## src/common/sram_host_pkg.sv

```systemverilog
/*
 * Constants for the host-side controller of a byte-wide asynchronous static
 * memory: geometry, pin timing figures in ns and their cycle counts.
 * Assumes a single 100 MHz clock; every figure is rounded up to whole cycles.
 */
package sram_host_pkg;

    // =====================================================================
    // geometry
    localparam int ADDR_W = 17;
    localparam int DATA_W = 8;

    // =====================================================================
    // clock and synchroniser
    localparam int CLK_PERIOD_NS = 10;
    localparam int SYNC_STAGES = 2;
    localparam int TIMER_W = 20;

    // least time in ns to whole cycles, never below one
    function automatic int cycles_min(input int ns);
        int c;
        c = (ns + CLK_PERIOD_NS - 1) / CLK_PERIOD_NS;
        return (c < 1) ? 1 : c;
    endfunction

    // =====================================================================
    // pin timing, fast grade then slow grade
    localparam int T_ADDR_TO_WRISE_FAST_NS = 50;
    localparam int T_ADDR_TO_WRISE_SLOW_NS = 55;
    localparam int T_WPULSE_FAST_NS = 45;
    localparam int T_WPULSE_SLOW_NS = 50;
    localparam int T_ACCESS_FAST_NS = 55;
    localparam int T_ACCESS_SLOW_NS = 70;
    localparam int T_OE_ACCESS_FAST_NS = 30;
    localparam int T_OE_ACCESS_SLOW_NS = 35;
    localparam int T_DISABLE_FAST_NS = 20;
    localparam int T_DISABLE_SLOW_NS = 25;
    localparam int T_RECOVERY_MS = 5;

    localparam int RECOVERY_CYCLES = T_RECOVERY_MS * 1000000 / CLK_PERIOD_NS;

    // =====================================================================
    // controller states
    typedef enum logic [2:0] {
        ST_IDLE    = 3'b000,
        ST_WR_LOW  = 3'b001,
        ST_WR_END  = 3'b010,
        ST_RD_WAIT = 3'b011,
        ST_RD_FLOAT = 3'b100,
        ST_RETAIN  = 3'b101,
        ST_RECOVER = 3'b110
    } ctrl_state_t;

endpackage

```

## src/interval_timer.sv

```systemverilog
/*
 * Down counter that times how long the controller stays in one state.
 * Assumes the loader asserts i_load for one cycle with the wanted length
 * minus one; o_zero is high once the count has run out.
 */
module interval_timer #(
    parameter int WIDTH = 20
) (
    input wire logic i_ref_clk,
    input wire logic i_reset_n,
    input wire logic i_load,
    input wire logic [WIDTH-1:0] i_value,
    output logic o_zero
);

    logic [WIDTH-1:0] count_reg;

    // =====================================================================
    // counting
    // load wins over the decrement so a new state starts a fresh interval
    always_ff @(posedge i_ref_clk or negedge i_reset_n) begin
        if (!i_reset_n) begin
            count_reg <= '0;
        end else if (i_load) begin
            count_reg <= i_value;
        end else if (count_reg != '0) begin
            count_reg <= count_reg - 1'b1;
        end
    end

    assign o_zero = (count_reg == '0);

endmodule // interval_timer

```

## src/sram_host_ctrl.sv

```systemverilog
/*
 * Host-side controller for a 128K x 8 asynchronous static memory: turns one
 * read or write request into strobe sequences on the memory pins, and
 * handles entry into and recovery from low-supply data retention.
 * Assumes a 100 MHz clock, the memory wired straight to the pins, and a
 * board-level resolver that builds the data wire from value and enable.
 */

// Functional notes
// - writes happen only while both selects active and write strobe low.
// - address stable 50/55 ns before write strobe rises.
// - deselect no later than supply starts dropping into retention.
// - stay deselected 5 ms after supply returns before any access.
// - during retention hold high select at a full rail level.
// - never drive data bus while memory drives its outputs.
module sram_host_ctrl
    import sram_host_pkg::*;
#(
    parameter bit SLOW_GRADE = 1'b0,
    parameter int RECOVERY_LEN = RECOVERY_CYCLES
) (
    input wire logic i_ref_clk,
    input wire logic i_reset_n,
    input wire logic i_req,
    input wire logic i_write,
    input wire logic [ADDR_W-1:0] i_addr,
    input wire logic [DATA_W-1:0] i_wdata,
    output logic o_busy,
    output logic [DATA_W-1:0] o_rdata,
    output logic o_rvalid,
    output logic o_write_done,
    input wire logic i_retention_req,
    output logic o_retention_ready,
    output logic [ADDR_W-1:0] o_word_address_lines,
    output logic o_select_active_low_n,
    output logic o_select_active_high,
    output logic o_write_strobe_n,
    output logic o_output_gate_n,
    output logic [DATA_W-1:0] o_shared_data_pins,
    output logic o_shared_data_oe_n,
    input wire logic [DATA_W-1:0] i_shared_data_pins
);

    // =====================================================================
    // cycle counts for the chosen grade
    localparam int WR_ADDR = SLOW_GRADE ? T_ADDR_TO_WRISE_SLOW_NS : T_ADDR_TO_WRISE_FAST_NS;
    localparam int WR_PULSE = SLOW_GRADE ? T_WPULSE_SLOW_NS : T_WPULSE_FAST_NS;
    localparam int WR_LOW = cycles_min((WR_ADDR > WR_PULSE) ? WR_ADDR : WR_PULSE);
    localparam int ACC_S = cycles_min(SLOW_GRADE ? T_ACCESS_SLOW_NS : T_ACCESS_FAST_NS);
    localparam int ACC_OE = cycles_min(SLOW_GRADE ? T_OE_ACCESS_SLOW_NS : T_OE_ACCESS_FAST_NS);
    // gate and select fall together, so the longer access governs
    localparam int RD_WAIT = ((ACC_S > ACC_OE) ? ACC_S : ACC_OE) + SYNC_STAGES;
    localparam int DIS = cycles_min(SLOW_GRADE ? T_DISABLE_SLOW_NS : T_DISABLE_FAST_NS);
    localparam int RD_LAT = RD_WAIT + 1;

    ctrl_state_t state_reg;
    ctrl_state_t state_next;
    logic timer_zero;
    logic timer_load;
    logic [TIMER_W-1:0] timer_value;
    logic take;
    logic [DATA_W-1:0] wdata_reg;
    logic [DATA_W-1:0] sync1_reg;
    logic [DATA_W-1:0] sync2_reg;

    interval_timer #(
        .WIDTH(TIMER_W)
    ) u_timer (
        .i_ref_clk(i_ref_clk),
        .i_reset_n(i_reset_n),
        .i_load(timer_load),
        .i_value(timer_value),
        .o_zero(timer_zero)
    );

    // =====================================================================
    // sequencing
    assign take = (state_reg == ST_IDLE) && i_req && !i_retention_req;

    // next state and interval length for the state being entered
    always_comb begin
        state_next = state_reg;
        timer_load = 1'b0;
        timer_value = '0;
        unique case (state_reg)
            ST_IDLE: begin
                if (i_retention_req) begin
                    state_next = ST_RETAIN;
                end else if (i_req && i_write) begin
                    state_next = ST_WR_LOW;
                    timer_load = 1'b1;
                    timer_value = TIMER_W'(WR_LOW - 1);
                end else if (i_req) begin
                    state_next = ST_RD_WAIT;
                    timer_load = 1'b1;
                    timer_value = TIMER_W'(RD_WAIT - 1);
                end
            end
            ST_WR_LOW: begin
                if (timer_zero) begin
                    state_next = ST_WR_END;
                end
            end
            ST_WR_END: begin
                state_next = ST_IDLE;
            end
            ST_RD_WAIT: begin
                if (timer_zero) begin
                    state_next = ST_RD_FLOAT;
                    timer_load = 1'b1;
                    timer_value = TIMER_W'(DIS - 1);
                end
            end
            ST_RD_FLOAT: begin
                if (timer_zero) begin
                    state_next = ST_IDLE;
                end
            end
            ST_RETAIN: begin
                if (!i_retention_req) begin
                    state_next = ST_RECOVER;
                    timer_load = 1'b1;
                    timer_value = TIMER_W'(RECOVERY_LEN - 1);
                end
            end
            ST_RECOVER: begin
                if (timer_zero) begin
                    state_next = ST_IDLE;
                end
            end
            default: begin
                state_next = ST_IDLE;
            end
        endcase
    end

    always_ff @(posedge i_ref_clk or negedge i_reset_n) begin
        if (!i_reset_n) begin
            state_reg <= ST_IDLE;
        end else begin
            state_reg <= state_next;
        end
    end

    // =====================================================================
    // memory pins
    // selects and strobe fall together: the memory floats its outputs then
    always_ff @(posedge i_ref_clk or negedge i_reset_n) begin
        if (!i_reset_n) begin
            o_select_active_low_n <= 1'b1;
            o_select_active_high <= 1'b0;
            o_write_strobe_n <= 1'b1;
            o_output_gate_n <= 1'b1;
        end else begin
            o_select_active_low_n <= !(state_next inside {ST_WR_LOW, ST_WR_END, ST_RD_WAIT});
            // driven low, a full rail, through idle and retention
            o_select_active_high <= state_next inside {ST_WR_LOW, ST_WR_END, ST_RD_WAIT};
            o_write_strobe_n <= (state_next != ST_WR_LOW);
            o_output_gate_n <= (state_next != ST_RD_WAIT);
        end
    end

    // data is driven only while the gate is high; it stays one cycle
    // past the strobe rise so the capture edge sees stable data
    always_ff @(posedge i_ref_clk or negedge i_reset_n) begin
        if (!i_reset_n) begin
            o_shared_data_oe_n <= 1'b1;
            o_shared_data_pins <= '0;
        end else begin
            o_shared_data_oe_n <= !(state_next inside {ST_WR_LOW, ST_WR_END});
            o_shared_data_pins <= take ? i_wdata : wdata_reg;
        end
    end

    // address and write data held for the whole access
    always_ff @(posedge i_ref_clk or negedge i_reset_n) begin
        if (!i_reset_n) begin
            o_word_address_lines <= '0;
            wdata_reg <= '0;
        end else if (take) begin
            o_word_address_lines <= i_addr;
            wdata_reg <= i_wdata;
        end
    end

    // =====================================================================
    // read data capture
    // two stages because the pins change on the memory's own timing
    always_ff @(posedge i_ref_clk or negedge i_reset_n) begin
        if (!i_reset_n) begin
            sync1_reg <= '0;
            sync2_reg <= '0;
        end else begin
            sync1_reg <= i_shared_data_pins;
            sync2_reg <= sync1_reg;
        end
    end

    always_ff @(posedge i_ref_clk or negedge i_reset_n) begin
        if (!i_reset_n) begin
            o_rdata <= '0;
            o_rvalid <= 1'b0;
        end else begin
            o_rvalid <= (state_reg == ST_RD_WAIT) && timer_zero;
            if ((state_reg == ST_RD_WAIT) && timer_zero) begin
                o_rdata <= sync2_reg;
            end
        end
    end

    // =====================================================================
    // user status
    always_ff @(posedge i_ref_clk or negedge i_reset_n) begin
        if (!i_reset_n) begin
            o_busy <= 1'b0;
            o_write_done <= 1'b0;
            o_retention_ready <= 1'b0;
        end else begin
            o_busy <= (state_next != ST_IDLE);
            o_write_done <= (state_reg == ST_WR_END);
            o_retention_ready <= (state_next == ST_RETAIN);
        end
    end

    logic [3:0] addr_age_reg;
    logic [3:0] wlow_cnt_reg;
    logic [TIMER_W-1:0] desel_cnt_reg;
    logic seen_retain_reg;

    // helper counters read only by the checks below
    always_ff @(posedge i_ref_clk or negedge i_reset_n) begin
        if (!i_reset_n) begin
            addr_age_reg <= '0;
            wlow_cnt_reg <= '0;
            desel_cnt_reg <= '0;
            seen_retain_reg <= 1'b0;
        end else begin
            addr_age_reg <= (take && (i_addr != o_word_address_lines)) ? 4'h0 :
                            (addr_age_reg == 4'hF) ? addr_age_reg : addr_age_reg + 4'h1;
            wlow_cnt_reg <= o_write_strobe_n ? 4'h0 : wlow_cnt_reg + 4'h1;
            desel_cnt_reg <= (!o_select_active_low_n || i_retention_req) ? '0 :
                             (&desel_cnt_reg) ? desel_cnt_reg : desel_cnt_reg + 1'b1;
            if (state_reg == ST_RETAIN) begin
                seen_retain_reg <= 1'b1;
            end else if (!o_select_active_low_n) begin
                seen_retain_reg <= 1'b0;
            end
        end
    end
endmodule // sram_host_ctrl

```

## config.mk

```make
export PLATFORM = sky130hd
export DESIGN_NAME = sram_host_ctrl
export DESIGN_NICKNAME = d
export VERILOG_FILES = /design/src/common/sram_host_pkg.sv /design/src/interval_timer.sv /design/src/sram_host_ctrl.sv
export SDC_FILE = /design/constraint.sdc
export NUM_CORES = 1
export LEC_CHECK = 0
export ABC_AREA = 1
export BUFFER_PORTS_ARGS = -buffer_cell sky130_fd_sc_hd__buf_2
export CORE_UTILIZATION = 50
export CTS_BUF_LIST = sky130_fd_sc_hd__clkbuf_4 sky130_fd_sc_hd__clkbuf_8 sky130_fd_sc_hd__clkbuf_16
export DETAILED_ROUTE_END_ITERATION = 10
export PLACE_DENSITY = 0.74
export SYNTH_ARGS = -nofsm -noshare
export SYNTH_HDL_FRONTEND = slang
export SYNTH_HIERARCHICAL = 1
export SYNTH_SLANG_ARGS = --single-unit
```

## constraint.sdc

```tcl
create_clock -name i_ref_clk -period 2.96 [get_ports i_ref_clk]
set_input_delay 0.444 -clock i_ref_clk [delete_from_list [all_inputs] [get_ports i_ref_clk]]
set_output_delay 0.444 -clock i_ref_clk [all_outputs]
set_load 0.01 [all_outputs]
```

======== Word level (Yosys, flattened, before mapping) ========
Index checks and enable logic that the tools add are counted.
Widths: inputs -> output; s select.
cells by class
  mux-type cells .......................... 22
  add/sub/neg operators ................... 1
  equal/unequal tests ..................... 12
  reductions and logical operators ........ 15
operators by type and width
  cell                   count
  $pmux 20 s3            1
  $mux 20                2
  $mux 3                 10
  $logic_not 20->1       1
  $reduce_bool 20->1     1
  $sub 20x1->20 const B  1
  $mux 19                1
  $pmux 3 s5             1
  $eq 3x2->1 const B     4
  $eq 3x3->1 const B     4
  $eq 3x1->1 const B     2
  $mux 1                 6
  $reduce_bool 3->1      2
  $logic_and 1x1->1      4
  $reduce_bool 2->1      2
  $logic_not 1->1        3
  $logic_not 3->1        1
  $ne 3x1->1 const B     1
  $ne 3x2->1 const B     1
  $pmux 1 s3             1
  $reduce_or 2->1        1
word-level totals
  register bits after elaboration ......... 81
  bits of input ports ..................... 38
  output and inout bits ................... 42
  logic and storage cells ................. 66

======== Depth between registers and ports, before layout ========
  depth in word-level cells ............... 7
  depth in mapped cells ................... 14
  mapped depth without buffers ............ 13

======== Hierarchy ========
The synthesis kept the hierarchy.
modules (own cells, without submodules)
  module          cells each  seq. area each (µm²)  area each (µm²)  instances
  sram_host_ctrl  172         1,531.5               2,293.4          1
  interval_timer  209         500.5                 1,390.1          1

======== Least setup slack after synthesis ========
OpenSTA, ideal clock, no wires.
  kind .................................... reg-to-reg
  start ................................... register u_timer.count_reg[0]
  end ..................................... register u_timer.count_reg[3]
  buffers on the path ..................... 3
  library setup time ...................... 0.117 ns
  cell stages (with the launch flop) ...... 14
  clock period less this slack ............ 2.288 ns
  slack ................................... 0.672 ns
  data required time ...................... 2.843 ns
  arrival time ............................ 2.172 ns
  cells stage by stage .................... dfrtp_1 -> inv_1 -> ha_1 -> nand2_1 -> nor4_1 -> and3_1 -> nand4_1 -> buf_1 -> nand3_1 -> clkbuf_1 -> clkbuf_1 -> nor2_1 -> nand2_1 -> nand2_1
on the way
  cells in the longest elaborated chain, start to end .. 4
  elaborated cells between the ends (all ways) .. 8
  those cells by class .................... 1 x add/sub; 4 x mux; 3 x reduce/logical
RTL lines
  item                                                 RTL line               source
  from (decl)                                          interval_timer.sv:16   logic [WIDTH-1:0] count_reg;
  from (signal assigned)                               interval_timer.sv:25   count_reg <= i_value;
  from (signal assigned)                               interval_timer.sv:27   count_reg <= count_reg - 1'b1;
  $logic_not 20->1 (*)                                 interval_timer.sv:31   assign o_zero = (count_reg == '0);
  net timer_zero                                       sram_host_ctrl.sv:58   logic timer_zero;
  $mux 1 (*)                                           sram_host_ctrl.sv:108  if (timer_zero) begin
  $pmux 1 s3 (*)                                       sram_host_ctrl.sv:85   unique case (state_reg)
  net timer_load                                       sram_host_ctrl.sv:59   logic timer_load;
  $mux 20 / $reduce_bool 2->1 (equally long branches)  --
The timed path passes the listed nets; every way through them passes the cells marked *. The select of a mux whose other input is x is not followed.
A chain may end at the register's enable or synchronous reset.

======== Worst setup path in the final report ========
  start ................................... register u_timer.count_reg[0]
  end ..................................... register u_timer.count_reg[1]
The elaborated chain is that of the path after synthesis.

==> summary.txt <==
Leakage: 2.40 nW
antenna-violating nets left: 0
CTS sink count: 81
worst r2r path cells: 12
VDD IR max: 524 uV
critical path peak fanout: 13
via/cell ratio: 4.76
clock skew: 0.0121 ns
antenna violations before repair: 0
f_max: 0.454 GHz
later-pin clock latency in the skew report: 0.36 ns
setup slack, reg-to-reg: 0.76 ns
hold path startpoint: i_shared_data_pins[3]
standard-cell row count: 30
syn_area_per_cell: 9.67 um^2
critical path data required time: 3.23 ns
area of the core: 6940 um^2
Final Hold Vio Count: 0
number of max-cap violations: 0
CTS tree: yes
worst min-delay path category: primary input to flop
post-placement cell area: 4190 um^2
Die Ht: 87.8 um
worst hold margin: 0.182 ns
final core occ: 63.7%
ratio of final minimum period to clock period: 74.4%
Synth top area share: 52.3%
DPL Wire Length: 4.94 mm
Netlist Area Pre-Place: 3680 um^2
Avg WL per Cell: 12.0 um
Setup crit end: u_timer/count_reg[1]
fillers: 579
Reg2Reg Launch Point: u_timer/count_reg[0]
max reg flops: 20
I/O Pins: 80
die area: 7710 um^2
Fin Setup TNS: 0 ns
minimum clock period: 2.20 ns
Multi-input gate area: 1470 um^2
Clock Pin Slew Worst Setup and Hold Paths: 0.09 ns
fraction of registers with async set/reset: 100%
unrepaired setup endpoints after global routing: no
synthesis-to-finish area growth: 20.2%
largest net degree at the start of global routing: 82
clock buffer count from CTS: 9
layout cell share with drive strength beyond 1: 32.6%
PwrDens: 1010 nW/um^2
drt first pass iters: 4
starting density of the core: 53.0%
CP endpoint kind: flop
commonest cells in the netlist: nand2_1 (124), dfrtp_1 (77), nor2_1 (30)
IO buf count: 79
final wirelength: 6.91 mm
# setup viols final: 0
cts repair resizes: 0
Main synth FF type: dfrtp_1
diode count: 0
main area contributors after synthesis: dfrtp_1 (52%), nand2_1 (13%), mux2_4 (7.3%), nor2_1 (3.1%), dfstp_2 (2.9%)
H-tree Lvls: 3
Post CTS Setup Buffer Count: 0
Mapped Cells: 381
clk root buf: clkbuf_8
Yosys warning count: 6
post-synth cell types: 34
max-slew violations: 0
DRC Markers: 0
Synth area leader: dfrtp_1
worst slew pin tran: 0.955 ns
vias in the first global route: 2,558
via count: 2,736
GRT Total Usage: 20.0%
register area share after synthesis: 55.2%
Post-synth EDFFs: 0
type of origin of the critical path: flop
Post-Layout Inst Area: 4430 um^2
Yosys reg bits: 81
RePlAce Congestion: 0.868
FF+latch area: 2030 um^2
total gr overflow: 0
CTS max path bufs: 2
global-route wire length before repair: 11.6 mm
critical path class: flop to flop
Rel. slew slack: 36.4%
outcome: completed
Post-CTS Hold Buffers: 0
worst endpoint data arrival time: 2.47 ns
Critical path origin: u_timer/count_reg[0]
chip width: 87.8 um
fin nets: 514
DRT iter0 DRCs: 145
worst flop-to-flop path endpoint: u_timer/count_reg[1]
most frequent cell after synthesis: nand2_1
## cells in the final DEF, fill, tap and decap left out, types with 3 or more instances in the layout
cell,instances
buf_2,78
buf_4,5
clkbuf_8,9
clkinv_4,3
conb_1,9
dfrtp_1,77
dfstp_2,4
inv_1,27
inv_2,5
mux2_2,7
mux2_4,18
nand2_1,124
nand2_2,4
nand3_1,17
nand3b_1,3
nand4_1,11
nor2_1,30
nor2_2,7
nor2_4,3
nor3_1,3
o21ai_0,7
o21ai_1,5
xor2_1,3
## worst min-delay path by stage
| stage | to | slack [ns] | cells after the start |
|---|---|---|---|
| 2_1_floorplan | o_busy | 0.15 | 0 |
| 3_3_place_gp | sync2_reg[6] | 0.33 | 0 |
| 3_5_place_dp | sync2_reg[6] | 0.33 | 0 |
| 4_1_cts | sync1_reg[3] | 0.17 | 1 |
| 5_1_grt | sync1_reg[5] | 0.17 | 1 |
| 6_report | sync1_reg[3] | 0.18 | 1 |
## critical path, cell delays in order (launching register included)
cell	delay [ns]
dfrtp_1	0.38
inv_1	0.11
ha_1	0.19
nand2_1	0.08
nor4_1	0.23
and3_1	0.23
nand4_1	0.13
nand3_1	0.13
buf_4	0.19
inv_1	0.11
nand4_1	0.17
nand2_1	0.08
o21ai_0	0.08
## power by group
group	internal [mW]	switching, mW
Sequential	1.50	0.283
Combinational	0.755	0.995
Clock	0.492	0.429
Total	2.74	1.71
## logic make-up after synthesis
group,after synthesis,synth area share (%)
and+or+nand+nor,209,25.7
DFF,81,55.2
buffers and inverters,45,5.77
muxes,25,9.48
AOI/OAI and AO/OA,13,1.87
xor gates and xnor gates,5,1.19
adders and majority gates,2,0.679
other,1,0.102
## metrics by stage
stage / power [mW] / cells / setup WS, ns
2_1_floorplan: 3.06 / 389 / 0.672
3_3_place_gp: 3.50 / 559 / 0.885
3_5_place_dp: 3.55 / 559 / 0.772
4_1_cts: 4.49 / 575 / 0.746
5_1_grt: 4.78 / 575 / 0.471
6_report: 4.45 / 575 / 0.757
## layout make-up
| type | count | area share [%] |
|---|---|---|
| Sequential cell | 81 | 45.9 |
| Clock inverter | 7 | 2.46 |
| Timing Repair Buffer | 83 | 9.67 |
| Tap cell | 96 | 2.71 |
| Multi-Input combinational cell | 263 | 33.2 |
| Clock buffer | 9 | 2.80 |
| Inverter | 36 | 3.28 |
## layer usage
metal / GRT usage, % / share of wire, %
met1: 26.5 / 46
met2: 30.4 / 46
met3: 6.60 / 6.6
met4: 7.75 / 1.5
met5: 0 / 0
No activity file was read; power rests on OpenSTA's default activity.
